--- src/bfs_pkg.sv ---
/*
 * Constants, state encodings and timing counts for the converter fault supervisor.
 * Assumes a 40 MHz system clock and comparator inputs already synchronous to it.
 */
// Contract
// - Frequency-lock input high in 2.4A charging mode: PWM on attach, else skip.
// - Spread-spectrum enable loaded at startup from first config resistor; 6.8% span.
// - Dither only on internal oscillator; never with external clock.
// - Peak or load threshold exceeded: high-side off at once, start limit handling.
// - External limit over 16ms asserts error pin and bus current-limit flag.
// - Over programmed threshold the loop regulates constant current.
// - Trip-select clear: reset after 16ms limit plus output undervoltage.
// - Reset after four consecutive peak-limit cycles with output under 2.0V.
// - Short or undervoltage: reset, error pin, flag; retry soft-start after 2s.
// - Overvoltage: shut down, error pin, flag; off until clear then 2s.
// - Shut down above 165C; re-enable after cooling 10C.
// - Serial variants: thermal warning flag when die crosses 140C.
// - DC current limit from a 3-bit select of eight values.
// - Standalone: limit chosen from subset decoded from third config resistor.
// - Serial variants: cable compensation from a 5-bit field.
// - Standalone: compensation low four bits from second, top bit from third resistor.
// - After a fault clears, a configurable retry timer holds switching off.
package bfs_pkg;
    localparam int unsigned BFS_CLK_HZ = 40000000;
    localparam int unsigned BFS_ILIM_MS = 16;
    localparam int unsigned BFS_RETRY_S = 2;
    localparam int unsigned BFS_ILIM_CYC = BFS_CLK_HZ / 1000 * BFS_ILIM_MS;
    localparam int unsigned BFS_RETRY_CYC = BFS_CLK_HZ * BFS_RETRY_S;
    localparam int unsigned BFS_PEAK_CYCLES = 4;
    localparam int unsigned BFS_SS_SPAN_PERMILLE = 68;
    localparam int unsigned BFS_CNT_W = 32;
    localparam logic [2:0] BFS_ILIM_RST = 3'h7;
    localparam logic [4:0] BFS_GAIN_RST = 5'h00;

    typedef enum logic [1:0]
    {
        BFS_RUN = 2'b00,
        BFS_FAULT = 2'b01,
        BFS_RETRY = 2'b10
    } bfs_state_e;
endpackage : bfs_pkg

--- src/bfs_supervisor.sv ---
/*
 * Mode, limit and fault supervision for a USB-fed step-down converter.
 * Assumes comparator and configuration inputs are synchronous to sys_clk_in.
 */
`timescale 1ns/1ps
module bfs_supervisor
    import bfs_pkg::*;
#(
    parameter int unsigned ILIM_CYC = BFS_ILIM_CYC,
    parameter int unsigned RETRY_CYC_DEFAULT = BFS_RETRY_CYC
)
(
    input wire logic sys_clk_in,
    input wire logic rst_in,
    input wire logic startup_load_in,
    input wire logic serial_variant_in,
    input wire logic freq_lock_is_input_in,
    input wire logic freq_lock_level_in,
    input wire logic ext_clock_active_in,
    input wire logic dedicated_charging_port_mode_in,
    input wire logic dcp_attach_in,
    input wire logic sense_attach_in,
    input wire logic first_config_resistor_ss_in,
    input wire logic [3:0] second_config_resistor_in,
    input wire logic [2:0] third_config_resistor_in,
    input wire logic [2:0] serial_current_limit_select_in,
    input wire logic [4:0] serial_gain_in,
    input wire logic serial_ss_en_in,
    input wire logic serial_ss_en_wr_in,
    input wire logic limit_reset_trip_select_in,
    input wire logic [BFS_CNT_W-1:0] retry_cycles_in,
    input wire logic peak_limit_in,
    input wire logic load_limit_in,
    input wire logic switch_cycle_in,
    input wire logic output_uv_in,
    input wire logic output_below_2v_in,
    input wire logic short_gnd_in,
    input wire logic output_ov_in,
    input wire logic temp_over_165_in,
    input wire logic temp_below_155_in,
    input wire logic temp_over_140_in,
    input wire logic clear_flags_in,
    output logic forced_pwm_out,
    output logic dither_en_out,
    output logic high_side_en_out,
    output logic converter_en_out,
    output logic constant_current_out,
    output logic fault_pin_out,
    output logic bus_current_limit_flag_out,
    output logic short_flag_out,
    output logic overvoltage_flag_out,
    output logic thermal_warning_flag_out,
    output logic [2:0] current_limit_select_out,
    output logic [4:0] cable_gain_out
);
    bfs_state_e state_q;
    logic ss_en_q;
    logic [2:0] ilim_q;
    logic [4:0] gain_q;
    logic [1:0] peak_cnt_q;
    logic thermal_off_q;
    logic warn_prev_q;
    logic ilim_long;
    logic retry_done;
    logic peak_reset;
    logic fault_now;
    logic fault_active;
    logic [2:0] ilim_subset;
    logic fault_hold;
    logic ilim_trip;
    logic run_ok;
    logic [BFS_CNT_W-1:0] retry_limit;

    // Sustained load-limit timer
    bfs_timer u_ilim_timer
    (
        .sys_clk_in(sys_clk_in),
        .rst_in(rst_in),
        .run_in(load_limit_in),
        .limit_in(BFS_CNT_W'(ILIM_CYC)),
        .done_out(ilim_long)
    );

    // Zero on the port selects the built-in delay
    assign retry_limit = (retry_cycles_in == '0) ? BFS_CNT_W'(RETRY_CYC_DEFAULT)
        : retry_cycles_in;

    // Retry delay after fault removal
    bfs_timer u_retry_timer
    (
        .sys_clk_in(sys_clk_in),
        .rst_in(rst_in),
        .run_in(state_q == BFS_RETRY),
        .limit_in(retry_limit),
        .done_out(retry_done)
    );

    // Standalone limit subset: top bit forced high
    assign ilim_subset = {1'b1, third_config_resistor_in[1:0]};

    always_ff @(posedge sys_clk_in)
    begin
        if (rst_in)
            ss_en_q <= 1'b0;
        else if (startup_load_in)
            ss_en_q <= first_config_resistor_ss_in;
        else if (serial_variant_in && serial_ss_en_wr_in)
            ss_en_q <= serial_ss_en_in;
    end

    always_ff @(posedge sys_clk_in)
    begin
        if (rst_in)
        begin
            ilim_q <= BFS_ILIM_RST;
            gain_q <= BFS_GAIN_RST;
        end
        else if (serial_variant_in)
        begin
            ilim_q <= serial_current_limit_select_in;
            gain_q <= serial_gain_in;
        end
        else if (startup_load_in)
        begin
            ilim_q <= ilim_subset;
            gain_q <= {third_config_resistor_in[2], second_config_resistor_in};
        end
    end

    // Consecutive peak-limit switching cycles
    always_ff @(posedge sys_clk_in)
    begin
        if (rst_in || state_q != BFS_RUN)
            peak_cnt_q <= '0;
        else if (switch_cycle_in)
        begin
            if (peak_limit_in && output_below_2v_in)
                peak_cnt_q <= (peak_cnt_q == 2'h3) ? 2'h3 : peak_cnt_q + 2'h1;
            else
                peak_cnt_q <= '0;
        end
    end
    assign peak_reset = switch_cycle_in && peak_limit_in && output_below_2v_in
        && (peak_cnt_q == 2'(BFS_PEAK_CYCLES - 1));

    // Thermal hysteresis
    always_ff @(posedge sys_clk_in)
    begin
        if (rst_in)
            thermal_off_q <= 1'b0;
        else if (temp_over_165_in)
            thermal_off_q <= 1'b1;
        else if (temp_below_155_in)
            thermal_off_q <= 1'b0;
    end

    assign fault_active = short_gnd_in || output_uv_in || output_ov_in;
    // Overheating also parks the stage and re-arms through the retry delay
    assign fault_hold = fault_active || thermal_off_q;
    assign ilim_trip = ilim_long && !limit_reset_trip_select_in && output_uv_in;
    assign fault_now = fault_hold || peak_reset || ilim_trip;
    assign run_ok = (state_q == BFS_RUN) && !fault_now;

    always_ff @(posedge sys_clk_in)
    begin
        if (rst_in)
            state_q <= BFS_RUN;
        else
        begin
            case (state_q)
                BFS_RUN:
                    if (fault_now)
                        state_q <= BFS_FAULT;
                BFS_FAULT:
                    if (!fault_hold)
                        state_q <= BFS_RETRY;
                BFS_RETRY:
                    if (fault_hold)
                        state_q <= BFS_FAULT;
                    else if (retry_done)
                        state_q <= BFS_RUN;
                default:
                    state_q <= BFS_RUN;
            endcase
        end
    end

    // Crossing detector for the warning comparator
    always_ff @(posedge sys_clk_in)
    begin
        if (rst_in)
            warn_prev_q <= 1'b0;
        else
            warn_prev_q <= temp_over_140_in;
    end

    // Sticky flags: set wins over clear
    always_ff @(posedge sys_clk_in)
    begin
        if (rst_in)
            bus_current_limit_flag_out <= 1'b0;
        else if (ilim_long)
            bus_current_limit_flag_out <= 1'b1;
        else if (clear_flags_in)
            bus_current_limit_flag_out <= 1'b0;
    end

    always_ff @(posedge sys_clk_in)
    begin
        if (rst_in)
            short_flag_out <= 1'b0;
        else if (short_gnd_in || output_uv_in)
            short_flag_out <= 1'b1;
        else if (clear_flags_in)
            short_flag_out <= 1'b0;
    end

    always_ff @(posedge sys_clk_in)
    begin
        if (rst_in)
            overvoltage_flag_out <= 1'b0;
        else if (output_ov_in)
            overvoltage_flag_out <= 1'b1;
        else if (clear_flags_in)
            overvoltage_flag_out <= 1'b0;
    end

    always_ff @(posedge sys_clk_in)
    begin
        if (rst_in)
            thermal_warning_flag_out <= 1'b0;
        else if (serial_variant_in && temp_over_140_in && !warn_prev_q)
            thermal_warning_flag_out <= 1'b1;
        else if (clear_flags_in)
            thermal_warning_flag_out <= 1'b0;
    end

    // Error pin follows live faults and the sustained limit
    always_ff @(posedge sys_clk_in)
    begin
        if (rst_in)
            fault_pin_out <= 1'b0;
        else
            fault_pin_out <= ilim_long || fault_active;
    end

    // Stage enables
    always_ff @(posedge sys_clk_in)
    begin
        if (rst_in)
        begin
            converter_en_out <= 1'b0;
            high_side_en_out <= 1'b0;
        end
        else
        begin
            converter_en_out <= run_ok;
            high_side_en_out <= run_ok && !peak_limit_in && !load_limit_in;
        end
    end

    // Skip only with lock input high, internal clock and charging mode
    always_ff @(posedge sys_clk_in)
    begin
        if (rst_in)
            forced_pwm_out <= 1'b1;
        else if (freq_lock_is_input_in && freq_lock_level_in && !ext_clock_active_in
            && dedicated_charging_port_mode_in)
            forced_pwm_out <= dcp_attach_in || sense_attach_in;
        else
            forced_pwm_out <= 1'b1;
    end

    // Dither gated off by an external clock
    always_ff @(posedge sys_clk_in)
    begin
        if (rst_in)
            dither_en_out <= 1'b0;
        else
            dither_en_out <= ss_en_q && !ext_clock_active_in;
    end

    // Constant-current regulation request
    always_ff @(posedge sys_clk_in)
    begin
        if (rst_in)
            constant_current_out <= 1'b0;
        else
            constant_current_out <= load_limit_in;
    end

    // Limit and compensation settings to the analog side
    always_ff @(posedge sys_clk_in)
    begin
        if (rst_in)
        begin
            current_limit_select_out <= BFS_ILIM_RST;
            cable_gain_out <= BFS_GAIN_RST;
        end
        else
        begin
            current_limit_select_out <= ilim_q;
            cable_gain_out <= gain_q;
        end
    end
endmodule : bfs_supervisor

--- src/bfs_timer.sv ---
/*
 * Cycle counter that reports when a running condition has lasted a limit.
 * Assumes a synchronous active-high reset.
 */
`timescale 1ns/1ps
module bfs_timer
    import bfs_pkg::*;
(
    input wire logic sys_clk_in,
    input wire logic rst_in,
    input wire logic run_in,
    input wire logic [BFS_CNT_W-1:0] limit_in,
    output logic done_out
);
    logic [BFS_CNT_W-1:0] count_q;

    // Counts while run is high, clears otherwise, saturates at limit
    always_ff @(posedge sys_clk_in)
    begin
        if (rst_in || !run_in)
            count_q <= '0;
        else if (count_q < limit_in)
            count_q <= count_q + 1'b1;
    end

    assign done_out = run_in && (count_q >= limit_in);
endmodule : bfs_timer

--- config.mk ---
export PLATFORM = sky130hd
export DESIGN_NAME = bfs_supervisor
export DESIGN_NICKNAME = d
export VERILOG_FILES = /design/src/bfs_pkg.sv /design/src/bfs_supervisor.sv /design/src/bfs_timer.sv
export SDC_FILE = /design/constraint.sdc
export NUM_CORES = 1
export LEC_CHECK = 0
export ABC_AREA = 1
export BUFFER_PORTS_ARGS = -buffer_cell sky130_fd_sc_hd__clkbuf_2
export CAP_MARGIN = 5
export CELL_PAD_IN_SITES_DETAIL_PLACEMENT = 1
export CELL_PAD_IN_SITES_GLOBAL_PLACEMENT = 2
export CORE_MARGIN = 3
export CORE_UTILIZATION = 35
export CTS_CLUSTER_DIAMETER = 150
export DETAILED_ROUTE_END_ITERATION = 10
export GPL_TIMING_DRIVEN = 1
export PLACE_DENSITY = 0.95
export REMOVE_ABC_BUFFERS = 1
export SYNTH_ARGS = -nofsm -noshare
export SYNTH_HDL_FRONTEND = slang
export SYNTH_HIERARCHICAL = 1
export SYNTH_SLANG_ARGS = --single-unit
--- constraint.sdc ---
create_clock -name sys_clk_in -period 7.8 [get_ports sys_clk_in]
set_clock_uncertainty 0.15 [all_clocks]
set_input_delay 0 -clock sys_clk_in [delete_from_list [all_inputs] [get_ports sys_clk_in]]
set_output_delay 0 -clock sys_clk_in [all_outputs]
set_load 0.03 [all_outputs]
After elaboration in Yosys (flattened, before gate mapping)
Index checks and enable logic that the tools add are counted.
{"block": "word_totals", "reg_bits": 97, "word_cells": 103, "ram_bits": 0, "memories": 0, "out_inout_bits": 18, "latch_bits": 0, "mem_bits_ro": 0}
{"block": "classes", "n_eq_ne": 6, "mul": 0, "muxes": 21, "n_shift": 0, "magnitude_cmp": 4, "addsub": 3, "div": 0, "n_reduce_logical": 47, "bitwise_logic": 1}
{"operator": "adder 32 x 1 -> 32 bit (second input constant)", "n": 2}
{"operator": ">= comparator 32 x 20 -> 1 bit (second input constant)", "n": 1}
{"operator": ">= comparator 32 bit", "n": 1}
{"operator": "zero test 32 bit", "n": 1}
{"operator": "< comparator 32 x 20 -> 1 bit (second input constant)", "n": 1}
{"operator": "< comparator 32 bit", "n": 1}
{"operator": "two-way mux 32 bit", "n": 1}
{"operator": "logical AND 1 bit", "n": 18}
{"operator": "nonzero test 2 bit", "n": 8}
{"operator": "two-way mux 2 bit", "n": 6}
{"operator": "logical OR 1 bit", "n": 10}
{"operator": "two-way mux 5 bit", "n": 2}
{"operator": "two-way mux 1 bit", "n": 9}
{"operator": "zero test 1 bit", "n": 7}
{"operator": "two-way mux 3 bit", "n": 2}
{"operator": "case mux 2 bit (3 select lines)", "n": 1}
{"operator": "equality test 2 bit (second input constant)", "n": 2}
{"operator": "!= test 2 bit (second input constant)", "n": 2}
{"operator": "!= test 3 bit (second input constant)", "n": 1}
{"operator": "AND reduction 3 bit", "n": 1}
{"operator": "adder 2 x 1 -> 2 bit (second input constant)", "n": 1}
{"operator": "equality test 2 x 1 -> 1 bit (second input constant)", "n": 1}
{"operator": "zero test 2 bit", "n": 1}
{"operator": "OR reduction 2 bit", "n": 1}
{"operator": "NOT 1 bit", "n": 1}

Longest topological paths before layout
{"block": "logic_depth", "word_depth": 9, "mapped_depth": 25, "ltp_nobuf": 25}

By module
The synthesis kept the hierarchy.
{"mod": "bfs_timer", "n_inst": 2, "seq_area_each_um2": 640.6, "cells_each": 445, "area_each_um2": 2803.9}
{"mod": "bfs_supervisor", "n_inst": 1, "seq_area_each_um2": 660.6, "cells_each": 225, "area_each_um2": 1562.7}

Worst setup path before layout
OpenSTA, ideal clock, no wires.
{"block": "synth_timing", "path_kind": "in2reg", "startpoint": "input port retry_cycles_in[16]", "endpoint": "register state_q[0]", "setup_time_ns": 0.115, "n_path_buf": 1, "arrival_time_ns": 2.220, "path_stages": 22, "slack_ns": 5.315, "t_required_ns": 7.535, "path_cell_list": "nor2_1 > nand2_1 > nor2_1 > nand4_2 > o21ai_0 > inv_1 > ha_1 > nand4_1 > inv_1 > nand3_1 > nor3b_2 > nand2_4 > buf_4 > nand3_1 > nand2_1 > inv_1 > nand3b_1 > nand3_1 > nand2_1 > nand3_2 > nand2_1 > nor2_1"}
{"block": "synth_between", "elab_chain_len": 6}
{"element": "from (decl)", "line": "bfs_supervisor.sv:31", "source": "input wire logic [BFS_CNT_W-1:0] retry_cycles_in,"}
{"element": "zero test 32 bit", "line": "bfs_supervisor.sv:85", "source": "assign retry_limit = (retry_cycles_in == '0) ? BFS_CNT_W'(RETRY_CYC_DEFAULT)"}
{"element": "two-way mux 32 bit", "line": "bfs_supervisor.sv:85"}
{"element": "named net retry_limit[23]", "line": "bfs_supervisor.sv:72", "source": "logic [BFS_CNT_W-1:0] retry_limit;"}
{"element": ">= comparator 32 bit", "line": "bfs_timer.sv:26", "source": "assign done_out = run_in && (count_q >= limit_in);"}
{"element": "logical AND 1 bit", "line": "bfs_timer.sv:26"}
{"element": "named net retry_done", "line": "bfs_supervisor.sv:64", "source": "logic retry_done;"}
{"element": "!= test 3 bit (no line)"}
{"element": "AND reduction 3 bit (no line)"}
{"element": "to (signal assigned)", "line": "bfs_supervisor.sv:179", "source": "state_q <= BFS_FAULT;"}
{"element": "to (signal assigned)", "line": "bfs_supervisor.sv:181", "source": "state_q <= BFS_RUN;"}
{"element": "to (signal assigned)", "line": "bfs_supervisor.sv:183", "source": "state_q <= BFS_RUN;"}
{"element": "to (decl)", "line": "bfs_supervisor.sv:56", "source": "bfs_state_e state_q;"}
The timed path passes the listed nets, and every way through them passes these cells.
A chain may end at the register's enable or synchronous reset.

Worst setup path in the final report
Same ends and word-level chain as after synthesis.

==> reports/qor.yml <==
outcome: "finished clean"
routedWlPerCell_um: 13.5
p_int_mw: 0.816
seq_area_frac_synth: 0.271
io_buffers: 88
p_clk_frac: 0.420
slew_viol_final: 0
hpwlAfterDp_um: 15000
firstDrtPassIters: 4
end_kind: "register"
worstMarginPinSlew_ns: 0.584
cts_tree: "built"
path_class: "in -> reg"
cap_violations: 0
h-tree-depth: 3
clockBufferDepth: 2
ios: 90
period_needed_ns: 3.15
critical_path.startpoint_type: "primary input"
setup-tns-final_ns: 0
p_per_area_nw_per_um2: 129
comb_power_share: 0.114
dieArea_um2: 22200
grt_overflow_total: 0
min_path_type: "in -> reg"
fmax_mhz: 317
swShare: 0.255
p_switching_mw: 0.279
clkSlewWorstSetupHoldPaths_ns: 0.07
antenna_found_initial: 0
yosysTopAreaCell: "dfxtp_1"
peakVddDrop_v: 0.000107
numCtsBuffers: 9
vias_per_cell: 4.83
core_um2: 19800
worstPathArrival_ns: 3.25
initial_core_util: 0.362
syn-cell-area_um2: 7170
synthToLayoutAreaGrowth_pct: 18.7
place_area_um2: 7790
grt_pass1_vias: 7581
root_buffer: "clkbuf_16"
worstSkewPairLatency_ns: 0.35
finalHoldViolations: 0
die_h_um: 149
cts_resized: 0
grt_usage: 0.190
num_antenna_cells: 0
synth_top_cells_by_area: "dfxtp_1, nand2_1, ha_1"
fillers: 2675
synthCells: 1115
cts.sinks: 97
slew_headroom: 0.611
layout-drive-gt1-share: 0.136
ys_ff_latch: 97
synth_top_cell_area_share: 0.271
ys_types: 42
critPathMaxFanout: 55
fp.dieW_um: 149
setup_viol: 0
ant_nets: 0
drt_iter0_drc: 290
place_congestion: 0.793
grt_first_pass_wirelength_um: 35200
vias: 7305
power.leakage_nw: 3.87
num_rows: 51
drc: 0
nets: 1380
stdcell_area_um2: 8510
grt_max_degree: 56
power_mw: 1.09
seq_power_share: 0.466
post-route-period-util: 0.404
avgSynthCellArea_um2: 6.43
synth-warning-count: 6
cp.required_ns: 7.90
routed_wl_um: 20400
rsz0062_at_grt: "no"
-- synthesized netlist by cell type, drive strengths merged --
| cell type | instances |
|---|---|
| nand2 | 275 |
| nor2 | 194 |
| inv | 154 |
| nand3 | 101 |
| dfxtp | 97 |
| a21oi | 95 |
| ha | 66 |
| clkbuf | 27 |
| buf | 19 |
| nand4 | 19 |
| nor3 | 13 |
| o21ai | 12 |
| xnor2 | 8 |
| a21o | 4 |
| o211ai | 4 |
| o21bai | 4 |
| or2 | 4 |
| xor2 | 4 |
| a32oi | 2 |
| and3 | 2 |
| conb | 2 |
| nor3b | 2 |
| nor4 | 2 |
| a31oi | 1 |
| and2 | 1 |
| nand3b | 1 |
| o32ai | 1 |
| o41ai | 1 |
-- metrics by stage --
stage | hold slack [ns] | utilization | setup slack (ns) | std cells
after detailed placement | 0.0304 | 0.394 | 4.26 | 1454
after floorplan | -0.0809 | - | 5.18 | 1099
final | 0.0283 | 0.430 | 4.65 | 1511
after CTS | 0.0233 | 0.430 | 4.57 | 1511
after global placement | 0.0274 | 0.394 | 4.35 | 1454
after global routing | 0.0785 | 0.430 | 4.33 | 1511
-- kinds of logic after synthesis --
logic type	Yosys count	share of synthesized area
and+or+nand+nor	614	0.385
buffers and inverters	200	0.120
AOI/OAI and AO/OA	124	0.0930
DFF	97	0.271
adders and majority gates	66	0.115
xor gates and xnor gates	12	0.0147
other	2	0.00105
-- power groups by stage --
stage | sequential [mW] | combinational, mW | clock [mW]
after floorplan | 0.528 | 0.0563 | 0
after global placement | 0.521 | 0.102 | 0
after detailed placement | 0.521 | 0.106 | 0
after CTS | 0.510 | 0.123 | 0.473
after global routing | 0.511 | 0.144 | 0.491
final | 0.510 | 0.125 | 0.460
-- flip-flops by register name (all words and copies together), names as in the netlist, 2 cells and up --
signal                    cells
state_q                       2
u_ilim_timer/count_q         32
cable_gain_out                5
gain_q                        5
ilim_q                        3
u_retry_timer/count_q        32
current_limit_select_out      3
peak_cnt_q                    2
-- routing by layer --
layer | GRT usage | up-vias | wire [um]
met5 | 0 | - | 0
met4 | 0.0568 | 0 | 354
met3 | 0.0319 | 23 | 703
met2 | 0.339 | 99 | 10100
met1 | 0.234 | 3418 | 9240
li1 | - | 3765 | -
-- critical path: stages --
cell      delay [ns]
clkbuf_2        0.10
nor2_1          0.11
nand2_1         0.15
nor2_1          0.16
nand4_2         0.23
o21bai_1        0.21
inv_1           0.10
ha_1            0.31
a21oi_1         0.17
o21ai_0         0.13
a21oi_1         0.13
nand2_1         0.15
nand2_4         0.48
nand3_1         0.17
nand2_1         0.10
inv_1           0.05
nand3b_1        0.15
nand3_1         0.09
nand2_1         0.08
a21oi_1         0.13
nor2_1          0.05
-- timing repair --
action,4_1_cts,5_1_grt
hold buffers,42,0
setup buffers,0,0
hold endpoints to repair,24,0
-- cell type report --
type / count / area [um^2] / share of cell area
inverters: 154 / 578 / 0.0679
flip-flops and latches: 97 / 1940 / 0.228
well taps: 265 / 332 / 0.0390
clock inverters: 4 / 53.8 / 0.00632
clock buffers: 11 / 243 / 0.0285
multi-input cells: 848 / 4480 / 0.527
repair buffers: 132 / 876 / 0.103
-- cells in the final DEF, fill, tap and decap left out, drive strengths merged, types with 8 or more instances in the layout --
cell type    netlist  final
dfxtp             97     97
nor2             194    194
ha                66     66
xnor2              8      8
inv              154    154
nand2            275    275
a21oi             95     95
nand3            101    101
o21ai             12     12
nor3              13     13
nand4             19     19
dlygate4sd3        0     42
conb               2     32
clkbuf            27     99
-- worst paths after layout --
kind	cells after the start	slack [ns]	to	from
setup reg to reg	16	4.92	state_q[0]	u_retry_timer/count_q[3]
hold reg to reg	2	0.27	cable_gain_out[3]	gain_q[3]
setup / recovery	21	4.65	state_q[0]	retry_cycles_in[16]
hold / removal	2	0.03	cable_gain_out[1]	rst_in
No activity file was read; power rests on OpenSTA's default activity.
